**config.mk**
```make
export PLATFORM = sky130hd
export DESIGN_NAME = uli_top
export DESIGN_NICKNAME = d
export VERILOG_FILES = /design/src/design/uli_pkg.sv /design/src/design/uli_baud.sv /design/src/design/uli_shift.sv /design/src/design/uli_top.sv
export SDC_FILE = /design/constraint.sdc
export NUM_CORES = 1
export LEC_CHECK = 0
export ABC_AREA = 1
export BUFFER_PORTS_ARGS = -buffer_cell sky130_fd_sc_hd__buf_2
export CORE_UTILIZATION = 35
export CTS_BUF_LIST = sky130_fd_sc_hd__clkbuf_8
export DETAILED_ROUTE_END_ITERATION = 10
export PLACE_DENSITY = 0.6
export SYNTH_ARGS = -nofsm -noshare
export SYNTH_HDL_FRONTEND = slang
export SYNTH_SLANG_ARGS = --single-unit
```
**constraint.sdc**
```tcl
create_clock -name clk_i -period 1.6 [get_ports clk_i]
set_input_delay 0.48 -clock clk_i [delete_from_list [all_inputs] [get_ports clk_i]]
set_output_delay 0.48 -clock clk_i [all_outputs]
set_load 0.03 [all_outputs]
```
**src/design/uli_pkg.sv**
```systemverilog
`default_nettype none
package uli_pkg;
  // Register byte offsets
  localparam logic [7:0] ULI_CTRL_OFS = 8'h00;
  localparam logic [7:0] ULI_MODE_OFS = 8'h04;
  localparam logic [7:0] ULI_LIN_ID_OFS = 8'h08;
  localparam logic [7:0] ULI_LINMODE_OFS = 8'h0C;
  localparam logic [7:0] ULI_NERR_OFS = 8'h10;
  localparam logic [7:0] ULI_STAT_OFS = 8'h14;
  localparam logic [7:0] ULI_IMASK_OFS = 8'h18;
  localparam logic [7:0] ULI_RXDATA_OFS = 8'h1C;
  // Control register strobe bits
  localparam int ULI_CTL_RXRST = 0;
  localparam int ULI_CTL_RTS_EN = 1;
  localparam int ULI_CTL_RTS_DIS = 2;
  // Mode register fields
  localparam int ULI_MR_HANDSHAKE = 0;
  localparam int ULI_MR_LIN_MASTER = 1;
  localparam int ULI_MR_ISO_T1 = 2;
  // LIN mode register: dma mode select
  localparam int ULI_LM_DMA_SEL = 0;
  // Status bits
  localparam int ULI_ST_LIN_ID = 0;
  localparam int ULI_ST_RXRDY = 1;
  localparam int ULI_ST_TXDONE = 2;
  localparam int ULI_ST_W = 3;
  // Reset values
  localparam logic [7:0] ULI_MODE_RST = 8'h00;
  localparam logic ULI_LINMODE_RST = 1'b0;
  // Baud: 10 MHz / 16
  localparam int ULI_CLK_HZ = 10_000_000;
  localparam int ULI_BAUD = 625_000;
  localparam int ULI_BAUD_DIV = ULI_CLK_HZ / ULI_BAUD;
  localparam logic [7:0] ULI_SYNC_BYTE = 8'h55;
endpackage
`default_nettype wire

```
**src/design/uli_baud.sv**
```systemverilog
`default_nettype none
module uli_baud
  import uli_pkg::*;
(
  input wire logic clk_i,
  input wire logic rst_i,
  input wire logic run_i,
  output logic tick_o
);
  logic [7:0] cnt_reg;
  logic [7:0] cnt_next;
  logic tick_next;
  always_comb begin
    cnt_next = cnt_reg + 8'h01;
    tick_next = 1'b0;
    if (!run_i) begin
      cnt_next = 8'h00;
    end else if (cnt_reg == 8'(ULI_BAUD_DIV - 1)) begin
      cnt_next = 8'h00;
      tick_next = 1'b1;
    end
  end
  always_ff @(posedge clk_i) begin
    if (rst_i) begin
      cnt_reg <= 8'h00;
      tick_o <= 1'b0;
    end else begin
      cnt_reg <= cnt_next;
      tick_o <= tick_next;
    end
  end
endmodule
`default_nettype wire

```
**src/design/uli_shift.sv**
```systemverilog
`default_nettype none
// One 10-bit frame shifter, serial out
module uli_shift (
  input wire logic clk_i,
  input wire logic rst_i,
  input wire logic tick_i,
  input wire logic load_i,
  input wire logic [7:0] data_i,
  output logic busy_o,
  output logic txd_o
);
  logic [9:0] sh_reg;
  logic [9:0] sh_next;
  logic [3:0] n_reg;
  logic [3:0] n_next;
  logic txd_next;
  always_comb begin
    sh_next = sh_reg;
    n_next = n_reg;
    txd_next = txd_o;
    if (load_i && n_reg == 4'h0) begin
      sh_next = {1'b1, data_i, 1'b0};
      n_next = 4'hA;
    end else if (tick_i && n_reg != 4'h0) begin
      txd_next = sh_reg[0];
      sh_next = {1'b1, sh_reg[9:1]};
      n_next = n_reg - 4'h1;
    end else if (n_reg == 4'h0) begin
      txd_next = 1'b1;
    end
  end
  always_ff @(posedge clk_i) begin
    if (rst_i) begin
      sh_reg <= 10'h3FF;
      n_reg <= 4'h0;
      txd_o <= 1'b1;
    end else begin
      sh_reg <= sh_next;
      n_reg <= n_next;
      txd_o <= txd_next;
    end
  end
  assign busy_o = (n_reg != 4'h0);
endmodule
`default_nettype wire

```
**src/design/uli_top.sv**
```systemverilog
// Decided for this implementation: the register addresses and the Wishbone slave port.
`default_nettype none
// How it works
// - As LIN master with dma mode select zero, a leading identifier in the DMA buffer is not used for the header.
// - A write to the LIN identifier register starts the frame once the DMA can supply data.
// - The identifier flag rises on header reception only, never on own header transmission.
// - A DMA LIN transfer with dma mode select at one never starts.
// - In handshake mode RTS is meant to rise on a full DMA receive buffer, but stays low here.
// - Writing one to the RTS disable command without the RTS enable command drives RTS high in normal mode.
// - Writing one to the RTS enable command drives RTS low again.
// - The ISO error-count register always reads zero.
// - In ISO T=1 mode reception is dead after any transmission until a receiver reset.
module uli_top
  import uli_pkg::*;
(
  // Clock and reset
  input wire logic clk_i,
  input wire logic rst_i,
  // Wishbone slave
  input wire logic wb_cyc_i,
  input wire logic wb_stb_i,
  input wire logic wb_we_i,
  input wire logic [7:0] wb_adr_i,
  input wire logic [3:0] wb_sel_i,
  input wire logic [31:0] wb_dat_i,
  output logic [31:0] wb_dat_o,
  output logic wb_ack_o,
  // DMA transmit request/data and receive buffer full
  input wire logic dma_tx_valid_i,
  input wire logic [7:0] dma_tx_data_i,
  output logic dma_tx_ready_o,
  input wire logic dma_rx_full_i,
  // Serial pins
  input wire logic rxd_i,
  output logic txd_o,
  output logic rts_o,
  // Interrupt
  output logic irq_o
);
  import uli_pkg::*;

  ////////////////////////////////////////////////////////////////////////
  typedef enum logic [1:0] {ULI_IDLE = 2'b00, ULI_SYNC = 2'b01, ULI_ID = 2'b11,
                            ULI_DATA = 2'b10} uli_state_t;

  uli_state_t st_reg, st_next;
  logic [7:0] mode_reg, mode_next;
  logic lm_reg, lm_next;
  logic [7:0] id_reg, id_next;
  logic pend_reg, pend_next;
  // Take pulse is registered; the source steps one cycle late while the shifter is busy
  logic dma_take;
  logic rts_next;
  logic [ULI_ST_W-1:0] stat_reg, stat_next;
  logic [ULI_ST_W-1:0] mask_reg, mask_next;
  logic [7:0] rxd_reg, rxd_next;
  logic rx_dead_reg, rx_dead_next;
  logic ack_next;
  logic [31:0] dat_next;
  logic irq_next;
  logic rx_s1_reg, rx_s2_reg;
  logic [7:0] rxsh_reg, rxsh_next;
  logic [3:0] rxn_reg, rxn_next;
  logic [7:0] rxc_reg, rxc_next;
  logic rx_byte;
  logic tick, busy, load;
  logic [7:0] load_data;
  logic wr, rd;

  assign wr = wb_cyc_i && wb_stb_i && wb_we_i && !wb_ack_o;
  assign rd = wb_cyc_i && wb_stb_i && !wb_we_i && !wb_ack_o;

  ////////////////////////////////////////////////////////////////////////
  // Pin synchroniser
  always_ff @(posedge clk_i) begin
    if (rst_i) begin
      rx_s1_reg <= 1'b1;
      rx_s2_reg <= 1'b1;
    end else begin
      rx_s1_reg <= rxd_i;
      rx_s2_reg <= rx_s1_reg;
    end
  end

  uli_baud u_baud (
    .clk_i(clk_i),
    .rst_i(rst_i),
    .run_i(1'b1),
    .tick_o(tick)
  );

  uli_shift u_shift (
    .clk_i(clk_i),
    .rst_i(rst_i),
    .tick_i(tick),
    .load_i(load),
    .data_i(load_data),
    .busy_o(busy),
    .txd_o(txd_o)
  );

  ////////////////////////////////////////////////////////////////////////
  // Simple receiver, sampled at the baud tick; byte 0x55 then an id byte marks a header
  always_comb begin
    rxsh_next = rxsh_reg;
    rxn_next = rxn_reg;
    rx_byte = 1'b0;
    if (tick) begin
      if (rxn_reg == 4'h0) begin
        if (!rx_s2_reg) rxn_next = 4'h9;
      end else begin
        rxn_next = rxn_reg - 4'h1;
        if (rxn_reg == 4'h1) begin
          rx_byte = rx_s2_reg && !rx_dead_reg;
        end else begin
          rxsh_next = {rx_s2_reg, rxsh_reg[7:1]};
        end
      end
    end
  end

  ////////////////////////////////////////////////////////////////////////
  // Transmit header sequencer
  always_comb begin
    st_next = st_reg;
    load = 1'b0;
    load_data = ULI_SYNC_BYTE;
    dma_take = 1'b0;
    pend_next = pend_reg;
    unique case (st_reg)
      ULI_IDLE: begin
        // Setting one never starts a transfer
        if (pend_reg && mode_reg[ULI_MR_LIN_MASTER] && !lm_reg
            && dma_tx_valid_i) begin
          st_next = ULI_SYNC;
          pend_next = 1'b0;
        end
      end
      ULI_SYNC: begin
        if (!busy) begin
          load = 1'b1;
          st_next = ULI_ID;
        end
      end
      ULI_ID: begin
        if (!busy && !load) begin
          load = 1'b1;
          load_data = id_reg;
          st_next = ULI_DATA;
        end
      end
      ULI_DATA: begin
        if (!busy) begin
          if (dma_tx_valid_i) begin
            load = 1'b1;
            load_data = dma_tx_data_i;
            dma_take = 1'b1;
          end else begin
            st_next = ULI_IDLE;
          end
        end
      end
    endcase
    if (wr && wb_adr_i == ULI_LIN_ID_OFS && wb_sel_i[0]) begin
      pend_next = 1'b1;
    end
  end

  ////////////////////////////////////////////////////////////////////////
  // Registers, status and bus answers
  always_comb begin
    mode_next = mode_reg;
    lm_next = lm_reg;
    id_next = id_reg;
    rts_next = rts_o;
    mask_next = mask_reg;
    rxd_next = rxd_reg;
    rxc_next = rxc_reg;
    rx_dead_next = rx_dead_reg;
    stat_next = stat_reg;
    dat_next = 32'h0000_0000;
    ack_next = wb_cyc_i && wb_stb_i && !wb_ack_o;
    // Handshake-mode full buffer does not raise RTS in this revision
    if (wr) begin
      unique case (wb_adr_i)
        ULI_CTRL_OFS: begin
          if (wb_sel_i[0] && wb_dat_i[ULI_CTL_RXRST]) rx_dead_next = 1'b0;
          if (wb_sel_i[0] && wb_dat_i[ULI_CTL_RTS_DIS]) rts_next = 1'b1;
          if (wb_sel_i[0] && wb_dat_i[ULI_CTL_RTS_EN]) rts_next = 1'b0;
        end
        ULI_MODE_OFS: if (wb_sel_i[0]) mode_next = wb_dat_i[7:0];
        ULI_LIN_ID_OFS: if (wb_sel_i[0]) id_next = wb_dat_i[7:0];
        ULI_LINMODE_OFS: if (wb_sel_i[0]) lm_next = wb_dat_i[ULI_LM_DMA_SEL];
        ULI_STAT_OFS: if (wb_sel_i[0]) stat_next = stat_reg & ~wb_dat_i[ULI_ST_W-1:0];
        ULI_IMASK_OFS: if (wb_sel_i[0]) mask_next = wb_dat_i[ULI_ST_W-1:0];
        default: ;
      endcase
    end
    if (rd) begin
      unique case (wb_adr_i)
        ULI_MODE_OFS: dat_next = {24'h00_0000, mode_reg};
        ULI_LIN_ID_OFS: dat_next = {24'h00_0000, id_reg};
        ULI_LINMODE_OFS: dat_next = {31'h0000_0000, lm_reg};
        ULI_NERR_OFS: dat_next = 32'h0000_0000;
        ULI_STAT_OFS: dat_next = {29'h0000_0000, stat_reg};
        ULI_IMASK_OFS: dat_next = {29'h0000_0000, mask_reg};
        ULI_RXDATA_OFS: dat_next = {24'h00_0000, rxd_reg};
        default: dat_next = 32'h0000_0000;
      endcase
    end
    // Events set after the clear so set wins
    if (mode_reg[ULI_MR_ISO_T1] && load) rx_dead_next = 1'b1;
    if (rx_byte) begin
      rxd_next = rxsh_reg;
      rxc_next = rxsh_reg;
      stat_next[ULI_ST_RXRDY] = 1'b1;
      if (rxc_reg == ULI_SYNC_BYTE) stat_next[ULI_ST_LIN_ID] = 1'b1;
    end
    if (st_reg == ULI_DATA && st_next == ULI_IDLE) stat_next[ULI_ST_TXDONE] = 1'b1;
    irq_next = |(stat_next & mask_next);
  end

  always_ff @(posedge clk_i) begin
    if (rst_i) begin
      st_reg <= ULI_IDLE;
      mode_reg <= ULI_MODE_RST;
      lm_reg <= ULI_LINMODE_RST;
      id_reg <= 8'h00;
      pend_reg <= 1'b0;
      dma_tx_ready_o <= 1'b0;
      rts_o <= 1'b0;
      stat_reg <= '0;
      mask_reg <= '0;
      rxd_reg <= 8'h00;
      rxc_reg <= 8'h00;
      rx_dead_reg <= 1'b0;
      rxsh_reg <= 8'h00;
      rxn_reg <= 4'h0;
      wb_ack_o <= 1'b0;
      wb_dat_o <= 32'h0000_0000;
      irq_o <= 1'b0;
    end else begin
      st_reg <= st_next;
      mode_reg <= mode_next;
      lm_reg <= lm_next;
      id_reg <= id_next;
      pend_reg <= pend_next;
      dma_tx_ready_o <= dma_take;
      rts_o <= rts_next;
      stat_reg <= stat_next;
      mask_reg <= mask_next;
      rxd_reg <= rxd_next;
      rxc_reg <= rxc_next;
      rx_dead_reg <= rx_dead_next;
      rxsh_reg <= rxsh_next;
      rxn_reg <= rxn_next;
      wb_ack_o <= ack_next;
      wb_dat_o <= dat_next;
      irq_o <= irq_next;
    end
  end

  ////////////////////////////////////////////////////////////////////////
  rts_dis_high_a: assert property (@(posedge clk_i) disable iff (rst_i)
    (wr && wb_adr_i == ULI_CTRL_OFS && wb_sel_i[0] && wb_dat_i[ULI_CTL_RTS_DIS]
     && !wb_dat_i[ULI_CTL_RTS_EN]) |=> rts_o) else $error("rts not high after disable");
  rts_en_low_a: assert property (@(posedge clk_i) disable iff (rst_i)
    (wr && wb_adr_i == ULI_CTRL_OFS && wb_sel_i[0] && wb_dat_i[ULI_CTL_RTS_EN]) |=> !rts_o)
    else $error("rts not low after enable");
  rts_hold_a: assert property (@(posedge clk_i) disable iff (rst_i)
    !(wr && wb_adr_i == ULI_CTRL_OFS) |=> $stable(rts_o)) else $error("rts moved alone");
  nerr_zero_a: assert property (@(posedge clk_i) disable iff (rst_i)
    (rd && wb_adr_i == ULI_NERR_OFS) |=> wb_dat_o == 32'h0000_0000)
    else $error("error count not zero");
  ctrl_rd_zero_a: assert property (@(posedge clk_i) disable iff (rst_i)
    (rd && wb_adr_i == ULI_CTRL_OFS) |=> wb_dat_o == 32'h0000_0000)
    else $error("control reads nonzero");
  dma_sel_block_a: assert property (@(posedge clk_i) disable iff (rst_i)
    (st_reg == ULI_IDLE && lm_reg) |=> st_reg == ULI_IDLE) else $error("dma sel one started");
  start_on_id_a: assert property (@(posedge clk_i) disable iff (rst_i)
    (st_reg == ULI_IDLE && pend_reg && mode_reg[ULI_MR_LIN_MASTER] && !lm_reg && dma_tx_valid_i)
    |=> st_reg == ULI_SYNC) else $error("frame did not start");
  id_from_reg_a: assert property (@(posedge clk_i) disable iff (rst_i)
    (st_reg == ULI_ID && load) |-> (load_data == id_reg && !dma_take))
    else $error("header id not from register");
  id_flag_quiet_a: assert property (@(posedge clk_i) disable iff (rst_i)
    (st_reg != ULI_IDLE && !rx_byte) |=> !$rose(stat_reg[ULI_ST_LIN_ID]))
    else $error("id flag on transmit");
  t1_rx_dead_a: assert property (@(posedge clk_i) disable iff (rst_i)
    (mode_reg[ULI_MR_ISO_T1] && load) |=> rx_dead_reg) else $error("t1 rx still alive");
  rx_full_quiet_a: assert property (@(posedge clk_i) disable iff (rst_i)
    (mode_reg[ULI_MR_HANDSHAKE] && dma_rx_full_i && !rts_o
     && !(wr && wb_adr_i == ULI_CTRL_OFS)) |=> !rts_o) else $error("rts rose on full buffer");
  take_pulse_a: assert property (@(posedge clk_i) disable iff (rst_i)
    dma_tx_ready_o |=> !dma_tx_ready_o) else $error("dma take longer than one cycle");
  irq_level_a: assert property (@(posedge clk_i) disable iff (rst_i)
    irq_o == |(stat_reg & mask_reg)) else $error("irq not level of status");
endmodule
`default_nettype wire

```
# Word-level counts from Yosys, hierarchy flattened
# Cells that the tools add are included.
# totals
register_bits	108
word_cells	145
# op_classes
add_sub_neg	3
n_eq_ne	13
n_mux	45
bitwise	8
reduce_logical	52
# ops
operator	n
$pmux W8 S6	1
$eq A8 B4 Y1 const B	3
$eq A8 B5 Y1 const B	3
$mux W8	3
$mux W1	20
$logic_and A1 B1 Y1	19
$mux W3	6
$mux W9	2
$reduce_and A3 Y1	6
$mux W4	4
$pmux W8 S2	1
$reduce_bool A2 Y1	8
$mux W2	6
$reduce_or A2 Y1	5
$add A8 B1 Y8 const B	1
$eq A8 B3 Y1 const B	1
$eq A8 B7 Y1 const B	1
$logic_not A4 Y1	2
$logic_not A8 Y1	1
$pmux W2 S4	1
$sub A4 B1 Y4 const B	2
$and A3 B3 Y3	2
$reduce_and A2 Y1	3
$not A1 Y1	5
10 further kinds	15

# Logic depth before layout (Yosys ltp)
# depth
word_depth	10
ltp_mapped	10
depth_no_buf	10

# By module
# A second synthesis with hierarchy kept.
# unflattened
cells_unflattened	557
hier_area_um2	4139.0
# modules_own_cells
mod	instances	cells_each	area_each_um2	seq_area_each_um2
uli_top	1	411	3021.6	1221.2
uli_shift	1	88	698.2	280.3
uli_baud	1	58	419.2	180.2

# Worst setup path after synthesis
# OpenSTA, ideal clock, no wires.
# synth_path
path_type	reg-to-reg
startpoint	register u_shift.n_reg[0]
endpoint	register u_shift.sh_reg[8]
setup_time_ns	0.125
arrival_time_ns	1.346
required_time_ns	1.475
setup_slack_ns	0.130
stages_incl_launch_ff	11
n_path_buf	0
period_less_slack_ns	1.470
cell_sequence	dfxtp_1 inv_1 ha_1 nand2_2 nor2_8 nand2_1 nand2_4 nor2_4 inv_2 o21ai_1 nand2_1
# synth_via
elab_chain_cells	5
# synth_lines
item	line	source
start, declared	uli_shift.sv:14	logic [3:0] n_reg;
start signal, assigned	uli_shift.sv:39	n_reg <= n_next;
$reduce_bool A4 Y1	uli_shift.sv:24, uli_shift.sv:43	
$mux W1 (on tied branches)	uli_top.sv:153, uli_top.sv:140, uli_top.sv:146	
$pmux W1 S2	uli_top.sv:130	unique case (st_reg)
$logic_and A1 B1 Y1	uli_shift.sv:21	if (load_i && n_reg == 4'h0) begin
$mux W9 or $reduce_bool A2 Y1 (tied branches)	-	
end signal, assigned	uli_shift.sv:38	sh_reg <= sh_next;
end, declared	uli_shift.sv:12	logic [9:0] sh_reg;
# Parallel ways exist; a longest one is shown, timed or not.
# A chain may end at the register's enable or synchronous reset.

# Worst setup path in the final report
# Same ends and word-level chain as after synthesis.

==> metrics.txt <==
first-pass GRT wire length=about 15 mm; Routed Antenna Nets=0; Reg clk slew, reported paths=~0.09 ns; pwr dens=~800 mW/mm2; Worst path max stage delay=between 0.3 and 0.4 ns; r2r setup slk=between 0.09 and 0.1 ns; CTS tree=yes; Reg-to-Reg Start=u_shift.n_reg[0]; crit path cell chain=inv_2 > ha_4 > nand2_4 > nor2_8 > nor2_4 > buf_4 > nor2_4 > inv_2 > o21ai_1 > nand2_1; max cap viols=0; Worst Hold End=rx_s1_reg; Via Count=3558; clock latency on the worst-skew pair=around 0.36 ns; largest net degree at the start of global routing=39; WL per Instance=around 12 um; Die H=107 um; clk root buf=clkbuf_8; setup_tns=0 ns; Detailed Route WL=8.83 mm; worst setup path start=u_shift.n_reg[0]; CP required=1.86 ns; yosys warns=0; Switching Power=between 900 and 1000 uW; top_reg_cell synth=dfxtp_1; DP HPWL=roughly 6.6 mm; DRT Pass-1 Iters=5; Placement Cell Area=0.00441 mm2; GP Congestion=0.874; Period minus WS final=1.50 ns; # setup viols final=0; Layout Skew=roughly 0.0083 ns; share of cells above drive strength 1=between 20 and 25%; max reg flops=9; initial antenna violation count=0; status=complete, no violations; worst r2r path cells=10; Max IR drop VDD=~0.39 mV; Tcrit/Tclk final=between 90% and 100%; final core utilization=around 43%; Placement Rows=38; sequential fraction of the synthesis area=between 40 and 50%; clock power share=between 30% and 40%; crit start category=register; FFs w/ async S/R, synth=0%; CTS H-tree lvls=3; worst reg2reg endpoint=u_shift.sh_reg[8]; via/cell ratio=between 4 and 5; post-route DRC violation count=0; chip width=107 um; IO Pins=between 90 and 100; Seq pwr share=a little under three fifths; pre-CTS setup slack=-0.0637 ns; fmax=665 MHz; number of synthesized flops with an enable pin=0; Finished Cell Area=0.00464 mm2; HP Class=input pin to register; grt ovf=0; worst-path cell with the longest stage delay=dfxtp_1; port bufs=44; 1st-iter DRT viols=150; Min Hold Slack=0.297 ns; clk buf depth=2; hold path start=rxd_i; critical path peak fanout=8; Sink Count=84; Worst Setup End Kind=register; Sw Share=a little over a quarter; worst setup path class=register to register; Avg Cell Area, Syn=7.25 um2; Initial Util=between 30% and 40%; core area=0.0108 mm2; Worst EP arrival=between 1.5 and 2 ns; number of global-route vias before repair=about 3300; Syn Std Cell Area=0.00388 mm2; TritonCTS Buffers=9; All-Layer GR Usage=16.5%; FF+latch count, synth=84; Fin. Hold Viols=0; Synth Instances=about 540; PnR worst setup slack=between 0.09 and 0.1 ns; Distinct cells, synth=38; die area=approximately 0.012 mm2; CTS Hold Bufs=0; share of total power in combinational logic=under 10%; synth-to-layout area growth=19.6%; nets=677; Ant. Diodes=0; P_int=between 2000 and 3000 uW; Leak=0.00200 uW; Max Slew Vio Count=0; Hold Path Cell Cnt=2
[routing by layer]
layer  up-vias  part of all wire (%)  global-route usage [%]
met5         -                     0                       0
met4         0                   2.3                    6.16
met3        17                   5.1                    4.90
met2        74                    48                    27.9
met1      1617                    45                    19.5
li1       1850                     -                       -
[worst max path at each step]
stage / to
global placement: id_reg[2]
global route: u_shift.sh_reg[1]
finish: u_shift.sh_reg[8]
floorplan: u_shift.sh_reg[8]
CTS: u_shift.sh_reg[8]
detailed placement: rts_o
[worst max-delay path, delay by kind of cell (launching register included)]
family / cells / cell delay [ns]
and+or+nand+nor: 5 / 0.53
AOI/OAI and AO/OA: 1 / 0.11
DFF: 1 / 0.32
adders and majority gates: 1 / 0.14
buffers and inverters: 3 / 0.30
[power by group through the flow]
stage	Combinational, uW	Sequential (uW)	Clock, uW
2_1_floorplan	193	2160	0
3_3_place_gp	242	2150	0
3_5_place_dp	245	2150	0
4_1_cts	245	2110	1380
5_1_grt	271	2110	1470
6_report	246	2110	1340
[timing repair]
action	4_1_cts	5_1_grt
gates resized for setup	0	9
pin swaps	1	3
buffers inserted	1	3
endpoints found under the setup margin	1	14
endpoints found under the hold margin	0	0
[cell usage after synthesis, drive strengths merged (3+ instances only)]
cell | number | area (um2)
a21oi | 46 | 230
a22oi | 3 | 22.5
buf | 31 | 228
clkbuf | 7 | 26.3
dfxtp | 84 | 1680
inv | 63 | 236
nand2 | 115 | 447
nand3 | 30 | 163
nand4 | 9 | 62.6
nor2 | 78 | 349
nor3 | 5 | 25.0
nor4 | 3 | 25.0
o211ai | 7 | 52.6
o21ai | 33 | 165
o22ai | 4 | 25.0
[cells by family (layout without fill, tap and decap cells)]
family          count (synthesis)  count (layout)  synth area share (%)
xor+xnor                        2               2                 0.452
fa+ha+maj                       2               2                 0.645
simple gates                  245             245                  28.5
flops                          84              84                  43.4
compound gates                100             100                  14.3
other cells                     1              24                0.0967
buf+inv                       101             163                  12.6
[layout by cell type, fill, tap and decap left out, types with 8 or more instances in the layout]
master | Yosys | routed
conb_1 | 1 | 24
dfxtp_1 | 84 | 84
nand4_1 | 8 | 8
nand3_1 | 29 | 29
buf_2 | 5 | 44
clkbuf_8 | 0 | 9
nand2_1 | 111 | 110
inv_1 | 58 | 57
a21oi_1 | 46 | 46
buf_4 | 24 | 36
o21ai_0 | 28 | 28
nor2_1 | 69 | 69
[area by class of cell]
cell class | count | area (um2)
clock buffer | 9 | 124
multi-input combinational | 373 | 1810
timing repair buffer | 84 | 562
clock inverter | 7 | 45.0
fill | 1116 | 6160
inverter | 63 | 236
tap | 140 | 175
sequential | 84 | 1680
[metrics by stage]
step	power (uW)	std cells
after CTS	3730	757
after global placement	2400	740
after detailed placement	2400	740
final	3690	760
after global routing	3850	760
after floorplan	2350	558
Power figures use the tool's default switching activity.
